--- src/rtl/sic_pkg.sv ---
package sic_pkg;
  // ==========================================
  // Register map (word offsets, byte addresses)
  localparam logic [7:0] SIC_OFF_SAVE = 8'h00;
  localparam logic [7:0] SIC_OFF_MODE = 8'h04;
  localparam logic [7:0] SIC_OFF_FILT = 8'h08;
  localparam logic [7:0] SIC_OFF_LOOP = 8'h0C;
  localparam logic [7:0] SIC_OFF_STAT = 8'h10;
  localparam logic [7:0] SIC_OFF_CAUSE = 8'h14;
  // ==========================================
  // Field positions
  localparam int SIC_SAVE_NMASK0 = 0;
  localparam int SIC_SAVE_NMASK1 = 1;
  localparam int SIC_SAVE_IMASK = 2;
  localparam int SIC_SAVE_TRIG = 3;
  localparam int SIC_FILT_EN = 3;
  localparam int SIC_CAUSE_UV = 0;
  localparam int SIC_CAUSE_CSTOP = 1;
  localparam int SIC_CAUSE_WDT = 4;
  localparam int SIC_CAUSE_PIN = 5;
  localparam int SIC_CAUSE_POWER = 6;
  localparam int SIC_CAUSE_EMERG = 7;
  // ==========================================
  // Reset values and codes
  localparam logic [1:0] SIC_MODE_SUBIDLE = 2'h2;
  localparam logic [2:0] SIC_FILT_SLOW_MIN = 3'h2;
  localparam logic [7:0] SIC_SAVE_RESET = 8'h00;
  localparam logic [7:0] SIC_CAUSE_RESET = 8'h00;
  // ==========================================
  // Timing
  localparam int SIC_WAKE_SUB_CYCLES = 12;
  localparam int SIC_WAKE_US = 366;
  localparam logic [3:0] SIC_WAKE_COUNT = 4'(SIC_WAKE_SUB_CYCLES);
  localparam int SIC_STAB_CYCLES = 1024;

  typedef enum logic [1:0] {
    SIC_RUN = 2'b00,
    SIC_IDLE = 2'b01,
    SIC_WAKE = 2'b10
  } sic_state_t;
endpackage

--- src/rtl/sic_wake_timer.sv ---
`timescale 1ns/1ns
`default_nettype none
module sic_wake_timer
  import sic_pkg::*;
(
  // Clock and reset
  input wire logic clk,
  input wire logic rst,
  // Control
  input wire logic start,
  input wire logic sub_tick,
  // Result
  output logic done
);
  typedef struct packed {
    logic busy;
    logic [3:0] cnt;
    logic done;
  } sic_wt_t;
  sic_wt_t q, next_q;

  // ==========================================
  // Subclock cycle counter
  always_comb begin
    next_q = q;
    next_q.done = 1'b0;
    if (start && !q.busy) begin
      next_q.busy = 1'b1;
      next_q.cnt = 4'h0;
    end else if (q.busy && sub_tick) begin
      if (q.cnt == SIC_WAKE_COUNT - 4'h1) begin
        next_q.busy = 1'b0;
        next_q.done = 1'b1;
      end else begin
        next_q.cnt = q.cnt + 4'h1;
      end
    end
  end

  always_ff @(posedge clk or posedge rst) begin
    if (rst) begin
      q <= '0;
    end else begin
      q <= next_q;
    end
  end

  assign done = q.done;
endmodule
`default_nettype wire

--- src/rtl/sic_ctrl.sv ---
`timescale 1ns/1ns
`default_nettype none
// Operation
// Any NMI or unmasked maskable request wakes sub-idle regardless of priority.
// Requests with wake mask bit set to 1 do not end sub-idle.
// Exit completes 12 subclock cycles after the releasing request, about 366 us.
// Pin 3 with slow noise filter sampling cannot wake from sub-idle.
// Lower-priority request wakes but is not acknowledged; it stays pending.
// Higher-priority or NMI request wakes and is acknowledged.
// After NMI wake, CPU branches to handler regardless of enable state.
// Maskable wake with interrupts disabled resumes at next instruction.
// Reset during sub-idle performs the ordinary reset sequence.
// CPU, timers and interrupt controller stop except wake path.
// Serial units stop; unit 0 runs when on its external clock.
// Converter control holds operation and keeps its last result.
// Ports and all processor state and RAM are retained.
// Software should stop the converter before sub-idle for lowest power.
// Multiplier loop off while main clock stopped; software clears enable first.
// Accept five reset sources and record the cause for software.
// Watchdog overflow in stabilisation wait starts CPU on internal oscillator.
// Software avoids wait-state registers while on internal oscillator.
// Mode field 10 then trigger bit 1 enters sub-idle from subclock mode.
// Interrupt wake returns to subclock mode, loop restores previous state.
// Pending unmasked request at entry causes immediate exit.
// Wake counter starts at synced request rise; clocks restart at count end.
module sic_ctrl
  import sic_pkg::*;
(
  // Clock and reset
  input wire logic clk,
  input wire logic rst,
  // AHB-Lite slave
  input wire logic hsel,
  input wire logic [31:0] haddr,
  input wire logic [1:0] htrans,
  input wire logic hwrite,
  input wire logic [2:0] hsize,
  input wire logic [31:0] hwdata,
  input wire logic hready,
  output logic [31:0] hrdata,
  output logic hreadyout,
  output logic hresp,
  // Clock context
  input wire logic sub_tick,
  input wire logic on_subclock,
  input wire logic main_osc_stopped,
  input wire logic ser0_ext_clock,
  // Wake sources
  input wire logic nmi_req,
  input wire logic wdt_nmi_req,
  input wire logic irq_req,
  input wire logic irq_is_pin3,
  input wire logic irq_higher_prio,
  input wire logic in_handler,
  input wire logic irq_enabled,
  // Reset sources
  input wire logic pin_reset,
  input wire logic watchdog_two_reset,
  input wire logic undervoltage_reset,
  input wire logic clock_stop_reset,
  input wire logic power_on_reset,
  input wire logic stab_wait,
  input wire logic watchdog_two_ovf,
  // Outputs to the chip
  output logic cpu_clock_run,
  output logic timers_run,
  output logic intc_run,
  output logic ser0_run,
  output logic ser1_run,
  output logic adc_hold,
  output logic port_hold,
  output logic multiplier_loop_on,
  output logic irq_ack,
  output logic take_handler,
  output logic use_internal_osc,
  output logic in_sub_idle
);
  typedef struct packed {
    sic_state_t st;
    logic [7:0] save;
    logic [1:0] mode;
    logic [3:0] filt;
    logic loop_en;
    logic loop_saved;
    logic [7:0] cause;
    logic emerg;
    logic wake_nmi;
    logic req_d;
    logic ph_w;
    logic ph_r;
    logic [7:0] ph_a;
    logic [31:0] rdata;
    logic ack;
    logic handler;
    logic [10:0] stab_cnt;
  } sic_ctrl_s_t;
  sic_ctrl_s_t q, next_q;
  logic wake_done;
  logic nmi_wake, mi_wake, any_wake, wake_start;

  function automatic logic [31:0] sic_read(input sic_ctrl_s_t s, input logic [7:0] a);
    logic [31:0] v;
    v = 32'h0000_0000;
    case (a)
      SIC_OFF_SAVE: v = {24'h00_0000, s.save};
      SIC_OFF_MODE: v = {30'h0000_0000, s.mode};
      SIC_OFF_FILT: v = {28'h000_0000, s.filt};
      SIC_OFF_LOOP: v = {31'h0000_0000, s.loop_en};
      SIC_OFF_STAT: v = {28'h000_0000, s.emerg, s.wake_nmi, s.st};
      SIC_OFF_CAUSE: v = {24'h00_0000, s.cause};
      default: v = 32'h0000_0000;
    endcase
    return v;
  endfunction

  // ==========================================
  // Wake qualification
  always_comb begin
    // NMI sources with their own masks; priority never considered
    nmi_wake = (nmi_req && !q.save[SIC_SAVE_NMASK0])
      || (wdt_nmi_req && !q.save[SIC_SAVE_NMASK1]);
    // Slow filter sampling blocks pin 3 since its clock is gone
    mi_wake = irq_req && !q.save[SIC_SAVE_IMASK]
      && !(irq_is_pin3 && q.filt[SIC_FILT_EN] && q.filt[2:0] >= SIC_FILT_SLOW_MIN);
    any_wake = nmi_wake || mi_wake;
    wake_start = any_wake && !q.req_d;
  end

  sic_wake_timer u_timer (
    .clk(clk),
    .rst(rst),
    .start(q.st == SIC_WAKE && wake_start),
    .sub_tick(sub_tick),
    .done(wake_done)
  );

  // ==========================================
  // Next state
  always_comb begin
    next_q = q;
    next_q.ack = 1'b0;
    next_q.handler = 1'b0;
    next_q.req_d = any_wake;
    next_q.ph_w = 1'b0;
    next_q.ph_r = 1'b0;
    // Bus data phase
    if (q.ph_w) begin
      case (q.ph_a)
        SIC_OFF_SAVE: next_q.save = hwdata[7:0];
        SIC_OFF_MODE: next_q.mode = hwdata[1:0];
        SIC_OFF_FILT: next_q.filt = hwdata[3:0];
        SIC_OFF_LOOP: next_q.loop_en = hwdata[0];
        SIC_OFF_CAUSE: next_q.cause = q.cause & hwdata[7:0];
        default: next_q.loop_en = q.loop_en;
      endcase
    end
    if (hsel && hready && htrans[1]) begin
      next_q.ph_w = hwrite;
      next_q.ph_r = !hwrite;
      next_q.ph_a = haddr[7:0];
      // Read sees a write landing in this same cycle
      next_q.rdata = sic_read(next_q, haddr[7:0]);
    end
    // Standby sequencing
    case (q.st)
      SIC_RUN: begin
        if (q.ph_w && q.ph_a == SIC_OFF_SAVE && hwdata[SIC_SAVE_TRIG] && on_subclock
            && q.mode == SIC_MODE_SUBIDLE) begin
          next_q.loop_saved = q.loop_en;
          next_q.save[SIC_SAVE_TRIG] = 1'b0;
          // A request already high never shows a rising edge
          if (any_wake) begin
            next_q.st = SIC_WAKE;
            next_q.req_d = 1'b0;
          end else begin
            next_q.st = SIC_IDLE;
          end
        end
      end
      SIC_IDLE: begin
        if (any_wake) begin
          next_q.st = SIC_WAKE;
          next_q.req_d = 1'b0;
        end
      end
      SIC_WAKE: begin
        if (wake_done) begin
          next_q.st = SIC_RUN;
          next_q.loop_en = q.loop_saved;
          next_q.wake_nmi = nmi_wake;
          // NMI always taken; maskable only if enabled and outranking
          if (nmi_wake) begin
            next_q.ack = 1'b1;
            next_q.handler = 1'b1;
          end else if (irq_enabled && (!in_handler || irq_higher_prio)) begin
            next_q.ack = 1'b1;
            next_q.handler = 1'b1;
          end
          // Lower priority or disabled: no ack, request stays pending
        end
      end
      default: next_q.st = SIC_RUN;
    endcase
    // Loop cannot run without main clock
    if (main_osc_stopped) begin
      next_q.loop_en = 1'b0;
    end
    // Emergency fallback while waiting for the oscillator
    if (stab_wait) begin
      if (q.stab_cnt != 11'(SIC_STAB_CYCLES)) begin
        next_q.stab_cnt = q.stab_cnt + 11'h001;
      end
      if (watchdog_two_ovf) begin
        next_q.emerg = 1'b1;
        next_q.cause[SIC_CAUSE_EMERG] = 1'b1;
      end
    end
  end

  // ==========================================
  // Registers; any reset source runs the normal reset, idle or not
  logic any_reset;
  assign any_reset = pin_reset || watchdog_two_reset || undervoltage_reset
    || clock_stop_reset || power_on_reset;

  always_ff @(posedge clk or posedge rst) begin
    if (rst) begin
      q <= '0;
    end else if (any_reset) begin
      q <= '0;
      // Cause kept so software can read it after release
      q.cause[SIC_CAUSE_UV] <= undervoltage_reset || q.cause[SIC_CAUSE_UV];
      q.cause[SIC_CAUSE_CSTOP] <= clock_stop_reset || q.cause[SIC_CAUSE_CSTOP];
      q.cause[SIC_CAUSE_WDT] <= watchdog_two_reset || q.cause[SIC_CAUSE_WDT];
      q.cause[SIC_CAUSE_PIN] <= pin_reset;
      q.cause[SIC_CAUSE_POWER] <= power_on_reset;
    end else begin
      q <= next_q;
    end
  end

  // ==========================================
  // Outputs
  logic idle_q;
  typedef struct packed {
    logic [31:0] rd;
    logic cpu, tmr, intc, s0, s1, adc, port, loop, ack, hnd, osc, idle;
  } sic_out_t;
  sic_out_t o, next_o;
  always_comb begin
    idle_q = (next_q.st != SIC_RUN);
    next_o.rd = next_q.rdata;
    next_o.cpu = !idle_q;
    next_o.tmr = !idle_q;
    next_o.intc = !idle_q;
    next_o.s0 = !idle_q || ser0_ext_clock;
    next_o.s1 = !idle_q;
    next_o.adc = idle_q;
    next_o.port = idle_q;
    next_o.loop = next_q.loop_en && !main_osc_stopped;
    next_o.ack = next_q.ack;
    next_o.hnd = next_q.handler;
    next_o.osc = next_q.emerg;
    next_o.idle = idle_q;
  end
  always_ff @(posedge clk or posedge rst) begin
    if (rst) begin
      o <= '0;
      o.cpu <= 1'b1;
      o.tmr <= 1'b1;
      o.intc <= 1'b1;
      o.s0 <= 1'b1;
      o.s1 <= 1'b1;
    end else begin
      o <= next_o;
    end
  end

  assign hrdata = o.rd;
  assign hreadyout = 1'b1;
  assign hresp = 1'b0;
  assign cpu_clock_run = o.cpu;
  assign timers_run = o.tmr;
  assign intc_run = o.intc;
  assign ser0_run = o.s0;
  assign ser1_run = o.s1;
  assign adc_hold = o.adc;
  assign port_hold = o.port;
  assign multiplier_loop_on = o.loop;
  assign irq_ack = o.ack;
  assign take_handler = o.hnd;
  assign use_internal_osc = o.osc;
  assign in_sub_idle = o.idle;
endmodule
`default_nettype wire

--- config.mk ---
export PLATFORM = sky130hd
export DESIGN_NAME = sic_ctrl
export DESIGN_NICKNAME = d
export VERILOG_FILES = /design/src/rtl/sic_pkg.sv /design/src/rtl/sic_wake_timer.sv /design/src/rtl/sic_ctrl.sv
export SDC_FILE = /design/constraint.sdc
export NUM_CORES = 1
export LEC_CHECK = 0
export ABC_CLOCK_PERIOD_IN_PS = 3320
export BUFFER_PORTS_ARGS = -buffer_cell sky130_fd_sc_hd__buf_2
export CORE_MARGIN = 8
export CORE_UTILIZATION = 35
export CTS_BUF_LIST = sky130_fd_sc_hd__clkbuf_4
export CTS_CLUSTER_SIZE = 28
export DETAILED_ROUTE_END_ITERATION = 6
export SLEW_MARGIN = 20
export SYNTH_ARGS = -nofsm -noshare
export SYNTH_HDL_FRONTEND = slang
export SYNTH_HIERARCHICAL = 1
export SYNTH_SLANG_ARGS = --single-unit
--- constraint.sdc ---
create_clock -name clk -period 3.32 [get_ports clk]
set_clock_uncertainty 0.05 [all_clocks]
set_input_delay 0 -clock clk [delete_from_list [all_inputs] [get_ports clk]]
set_output_delay 0 -clock clk [all_outputs]
set_load 0.05 [all_outputs]
Yosys cells after proc, flatten, opt, wreduce, memory -nomap -nowiden

Index checks and enable logic that the tools add are counted.

Register bits after elaboration: 126
Bits in latches: 0
Memory bits (writable): 0
ROM bits: 0
Input bits: 92
Memories kept: 0

Add/sub/neg operators: 2
Multipliers: 0
Div/mod/pow operators: 0
Magnitude comparators: 1
Equal/unequal tests: 15
Shifts and indexed selects: 0
Mux-type cells: 42
Bitwise operators: 1
Reduce and logical (&&, ||, !) cells: 57

Operator list:

| cell                                                                   | number |
|---|---|
| 84-bit two-way mux                                                     | 1 |
| 8-bit one-hot mux with 6 select lines                                  | 1 |
| 42-bit two-way mux                                                     | 1 |
| 8-bit by 4-bit equality test with 1-bit output (second input constant) | 4 |
| 8-bit by 5-bit equality test with 1-bit output (second input constant) | 3 |
| 8-bit two-way mux                                                      | 3 |
| 11-bit two-way mux                                                     | 2 |
| 2-bit nonzero test                                                     | 10 |
| 1-bit logical AND                                                      | 18 |
| 1-bit two-way mux                                                      | 18 |
| 2-bit two-way mux                                                      | 9 |
| 8-bit by 3-bit equality test with 1-bit output (second input constant) | 2 |
| 8-bit logical NOT                                                      | 2 |
| 15-bit two-way mux                                                     | 1 |
| 11-bit by 1-bit adder with 11-bit output (second input constant)       | 1 |
| 1-bit logical OR                                                       | 11 |
| 11-bit inequality test (second input constant)                         | 1 |
| 1-bit logical NOT                                                      | 10 |
| 2-bit AND reduction                                                    | 5 |
| 8-bit AND                                                              | 1 |
| 4-bit two-way mux                                                      | 2 |
| 6-bit two-way mux                                                      | 1 |
| 2-bit one-hot mux with 3 select lines                                  | 1 |
| 5-bit two-way mux                                                      | 1 |
| other kinds (8)                                                        | 9 |

Logic depth before layout (Yosys ltp)

Depth after elaboration: 11
Gate-level depth with buffers: 7
Gate-level depth less buffers: 7

Hierarchy

Netlist, hierarchy kept.

Modules (own cells, without submodules):

| module         | instances | cells an instance | area an instance (um2) |
|---|---|---|---|
| sic_ctrl       | 1         | 387               | 4,428.0 |
| sic_wake_timer | 1         | 31                | 334.1 |

Worst setup path before layout

No wires, ideal clock.

Path kind: register -> register
Start: reg q[46] (netlist name)
End: reg q[18] (netlist name)
Arrival: 2.111 ns
Path slack: 1.022 ns
Stages on the path, launching flop included: 8
Cell sequence: dfrtp_1 or4_4 buf_6 or4_4 buf_6 o211a_1 o21ai_2 a21oi_1

Longest elaborated chain between the ends: 6

Ends and longest elaborated chain:

| item                                                                                       | RTL line        | text |
|---|---|---|
| from (decl)                                                                                | sic_ctrl.sv:97  | `sic_ctrl_s_t q, next_q;` |
| from (signal assigned)                                                                     | sic_ctrl.sv:238 | `q <= next_q;` |
| 8-bit by 5-bit equality test with 1-bit output / 8-bit logical NOT (equally long branches) | sic_ctrl.sv:148 | `case (q.ph_a)` |
| 8-bit two-way mux                                                                          | sic_ctrl.sv:148 |  |
| 8-bit two-way mux / 15-bit two-way mux (equally long branches)                             | sic_ctrl.sv:147 | `if (q.ph_w) begin` |
| 8-bit one-hot mux with 6 select lines *                                                    | sic_ctrl.sv:104 | `case (a)` |
| 42-bit two-way mux *                                                                       | sic_ctrl.sv:157 | `if (hsel && hready && htrans[1]) begin` |
| 84-bit two-way mux *                                                                       | sic_ctrl.sv:229 | `end else if (any_reset) begin` |

Mark *: on every way between the ends. The rest lies on a longest branch, timed or not. The select of a mux whose other input is x is not followed.
A chain may end at the register's enable or synchronous reset.

Worst setup path after layout

Start: reg q[46] (netlist name)
End: reg q[62] (netlist name)

Longest elaborated chain between the ends: 4

Ends and longest elaborated chain:

| item                                           | RTL line |
|---|---|
| 8-bit by 5-bit equality test with 1-bit output | sic_ctrl.sv:148 |
| 8-bit two-way mux                              | sic_ctrl.sv:148 |
| 8-bit two-way mux                              | sic_ctrl.sv:147 |
| 84-bit two-way mux                             | sic_ctrl.sv:229 |

Every way passes these cells.

==> summary.md <==
| Metric | Value |
|---|---|
| Post-synthesis average cell area | `around 11 um2` |
| Num Clock Sinks | `114` |
| Number of flops mapped to enable cells by yosys | `0` |
| Final wirelength | `11900 um` |
| Final Hold Viols | `0` |
| # Post-CTS Setup Buffers | `0` |
| Post-DR vias/cell | `4.86` |
| Cell family with most CP delay | `simple AND/OR/NAND/NOR gates` |
| Syn_nets | `just over 500` |
| Share of flip-flops with an asynchronous set or reset | `1.00` |
| Cts bufs inserted | `17` |
| Worst-Skew Late Latency | `0.51 ns` |
| CTS H-tree lvls | `4` |
| CP max FO | `12` |
| # DRC | `0` |
| Vias after detailed routing | `3619` |
| RSZ-0062 raised after global routing | `false` |
| Worst-margin pin slew | `1.09 ns` |
| Die Y | `roughly 130 um` |
| Netlist cell types | `57` |
| Seq cells post-synth | `114` |
| Required time worst endpoint | `3.67 ns` |
| Initial antenna violation count | `1` |
| Worst VDD drop | `0.177 mV` |
| Critical-path cell list | `or4_4 -> or4_4 -> o21ai_1 -> a21oi_1 -> dlygate4sd3_1` |
| CP peak stage delay | `~0.66 ns` |
| Slew Limit Fails | `0` |
| CP startpoint kind | `register` |
| Layout cells sized above 1 | `0.252` |
| Mapped cell area | `4760 um2` |
| IO Pins | `138` |
| Placer Congestion | `0.814` |
| Maxcap violations | `0` |
| Core area | `13200 um2` |
| Total negative slack | `0 ns` |
| Hold-fix buffers, CTS | `54` |
| Gate Count Post-Synth | `418` |
| Vias in the first global route | `3896` |
| Power Dens Cells | `422 nW/um2` |
| Outcome | `finished, final reports clean` |
| Post-DP Area | `about 5300 um2` |
| ANT nets after route | `0` |
| Initial Util | `0.360` |
| Row count | `42` |
| Finished Cell Area | `6120 um2` |
| Core Util, Final | `0.462` |
| Cell repeated most along the worst path | `or4_4` |
| Nets | `between 600 and 700` |
| Final setup fails | `0` |
| Fin crit share | `0.826` |
| Router iterations before antenna repair | `4` |
| Hold crit path type | `input port to register` |
| Deepest clock path buffer count | `2` |
| GRT Resource Usage Total | `0.141` |
| Clock-pin slew on the worst setup and hold paths | `about 0.11 ns` |
| Die area | `17600 um2` |
| Post-DP HPWL | `7940 um` |
| Root buf cell | `clkbuf_4` |
| Yosys warnings | `6` |
| Crit end category | `register` |
| Fmax | `365 MHz` |
| Global-route wire length before repair | `~20000 um` |
| Crit Path Class | `register to register` |
| Slowest CP cell | `or4_4` |
| Area growth syn-to-layout | `28.4%` |
| Tmin final | `2.74 ns` |
| Largest net degree at the start of global routing | `82` |
| Top FF cell, synth | `dfrtp_1` |
| Worst path buffer plus inverter count | `1` |
| Worst EP arrival | `just over 3 ns` |
| Post-synthesis sequential area ratio | `0.600` |
| Initial DRC count | `roughly 300` |
| Die width | `133 um` |
| TritonCTS clock tree | `done` |
| Leak pwr | `0.00289 uW` |
| IO buf count | `83` |
| WL per Instance | `15.9 um` |
| Post-cts resize count | `0` |
| Relative slew slack | `0.275` |
| Total congestion overflow | `0` |
-- final timing paths --
check | startpoint | to | slack (ns) | cells past startpoint
setup / recovery | q[46] | q[62] | 0.58 | 5
hold / removal | wdt_nmi_req | q[55] | 0.05 | 4
setup reg to reg | q[46] | q[62] | 0.58 | 5
hold reg to reg | q[27] | hrdata[14] | 0.42 | 1
max in group asynchronous | rst | ser1_run | 2.39 | 4
min in group asynchronous | rst | hrdata[1] | 0.09 | 3
-- layout make-up --
| cell class | count | area, um2 |
|---|---|---|
| Tap cell | 176 | 220 |
| Sequential cell | 114 | 2860 |
| Antenna cell | 1 | 2.50 |
| Clock inverter | 14 | 133 |
| Fill cell | 1263 | 7130 |
| Clock buffer | 18 | 135 |
| Inverter | 10 | 42.5 |
| Timing Repair Buffer | 144 | 1010 |
| Multi-Input combinational cell | 268 | 1720 |
-- cells in the final DEF (no fill, tap or decap), types with 5 or more instances in the layout --
cell,instances
clkbuf_4,18
buf_2,83
nor2_1,18
a21oi_1,29
inv_1,9
a211oi_1,6
nand2_1,31
nand4_1,5
and2_1,55
o31ai_1,6
clkinv_4,5
mux2i_1,8
dfrtp_1,112
buf_4,7
nand2b_1,13
o21ai_0,12
dlygate4sd3_1,54
nor4_1,7
-- flip-flops by register name, summed over array words and instances (netlist names) --
register / count
irq_ack: 1
in_sub_idle: 1
q: 70
multiplier_loop_on: 1
use_internal_osc: 1
u_timer/q: 5
ser1_run: 1
ser0_run: 1
u_timer/done: 1
hrdata: 32
-- worst register-to-register path: stages, from the launching register on --
cell	delay, ns
dfrtp_1	0.41
or4_4	0.62
or4_4	0.67
o21ai_1	0.21
a21oi_1	0.09
dlygate4sd3_1	0.57
-- through the flow --
stage | hold WS [ns] | setup WS [ns] | total power (uW) | cells
finish | 0.0523 | 0.579 | 2580 | 745
global route | 0.0532 | 0.448 | 2690 | 745
CTS | 0.0105 | 0.594 | 2610 | 744
detailed placement | -0.0893 | 0.867 | 1610 | 658
global placement | -0.100 | 0.877 | 1600 | 658
floorplan | -0.259 | 0.428 | 1550 | 418
-- kinds of logic (layout without fill, tap and decap cells) --
group | count (synthesis) | after routing | synth area share
adders and majority gates | 1 | 1 | 0.00263
buffers and inverters | 36 | 186 | 0.0394
other | 2 | 3 | 0.00158
DFF | 114 | 114 | 0.600
muxes | 11 | 11 | 0.0239
and+or+nand+nor | 163 | 163 | 0.203
AOI/OAI and AO/OA | 91 | 91 | 0.130
-- metal layers --
metal,up-vias,wire (um),global-route usage
li1,1746,-,-
met4,0,180,0.0511
met3,12,602,0.0435
met1,1774,5150,0.172
met2,87,5960,0.230
met5,-,0,0
-- cell usage after synthesis (all sizes together), types with 3 or more instances --
library cell  count  area (um2)
and3              4        25.0
nand2b           13        81.3
or3               4        25.0
nand4b            3        26.3
buf              12        97.6
and2             56         353
o211ai            4        40.0
nand2            31         116
o21bai            3        22.5
a211oi            6        45.0
o22a              4        35.0
nor4              9        77.6
nand4             5        31.3
a22oi             3        22.5
o22ai             3        18.8
o211a             3        30.0
dfrtp           112        2800
a21oi            29         145
o21ai            15        78.8
clkbuf           14        52.6
nor3              5        30.0
nand3b            4        42.5
mux2              3        33.8
inv              10        37.5
nor2             19        78.8
or4               3        33.8
a22o              3        26.3
a31oi             3        18.8
nand3             4        20.0
o31ai             6        45.0
mux2i             8        80.1
-- report_power, final --
group	total (uW)	switching, uW	internal [uW]
Combinational	197	109	87.7
Clock	960	572	388
Sequential	1430	20.9	1410
Total	2580	701	1880
Power figures use the tool's default switching activity.
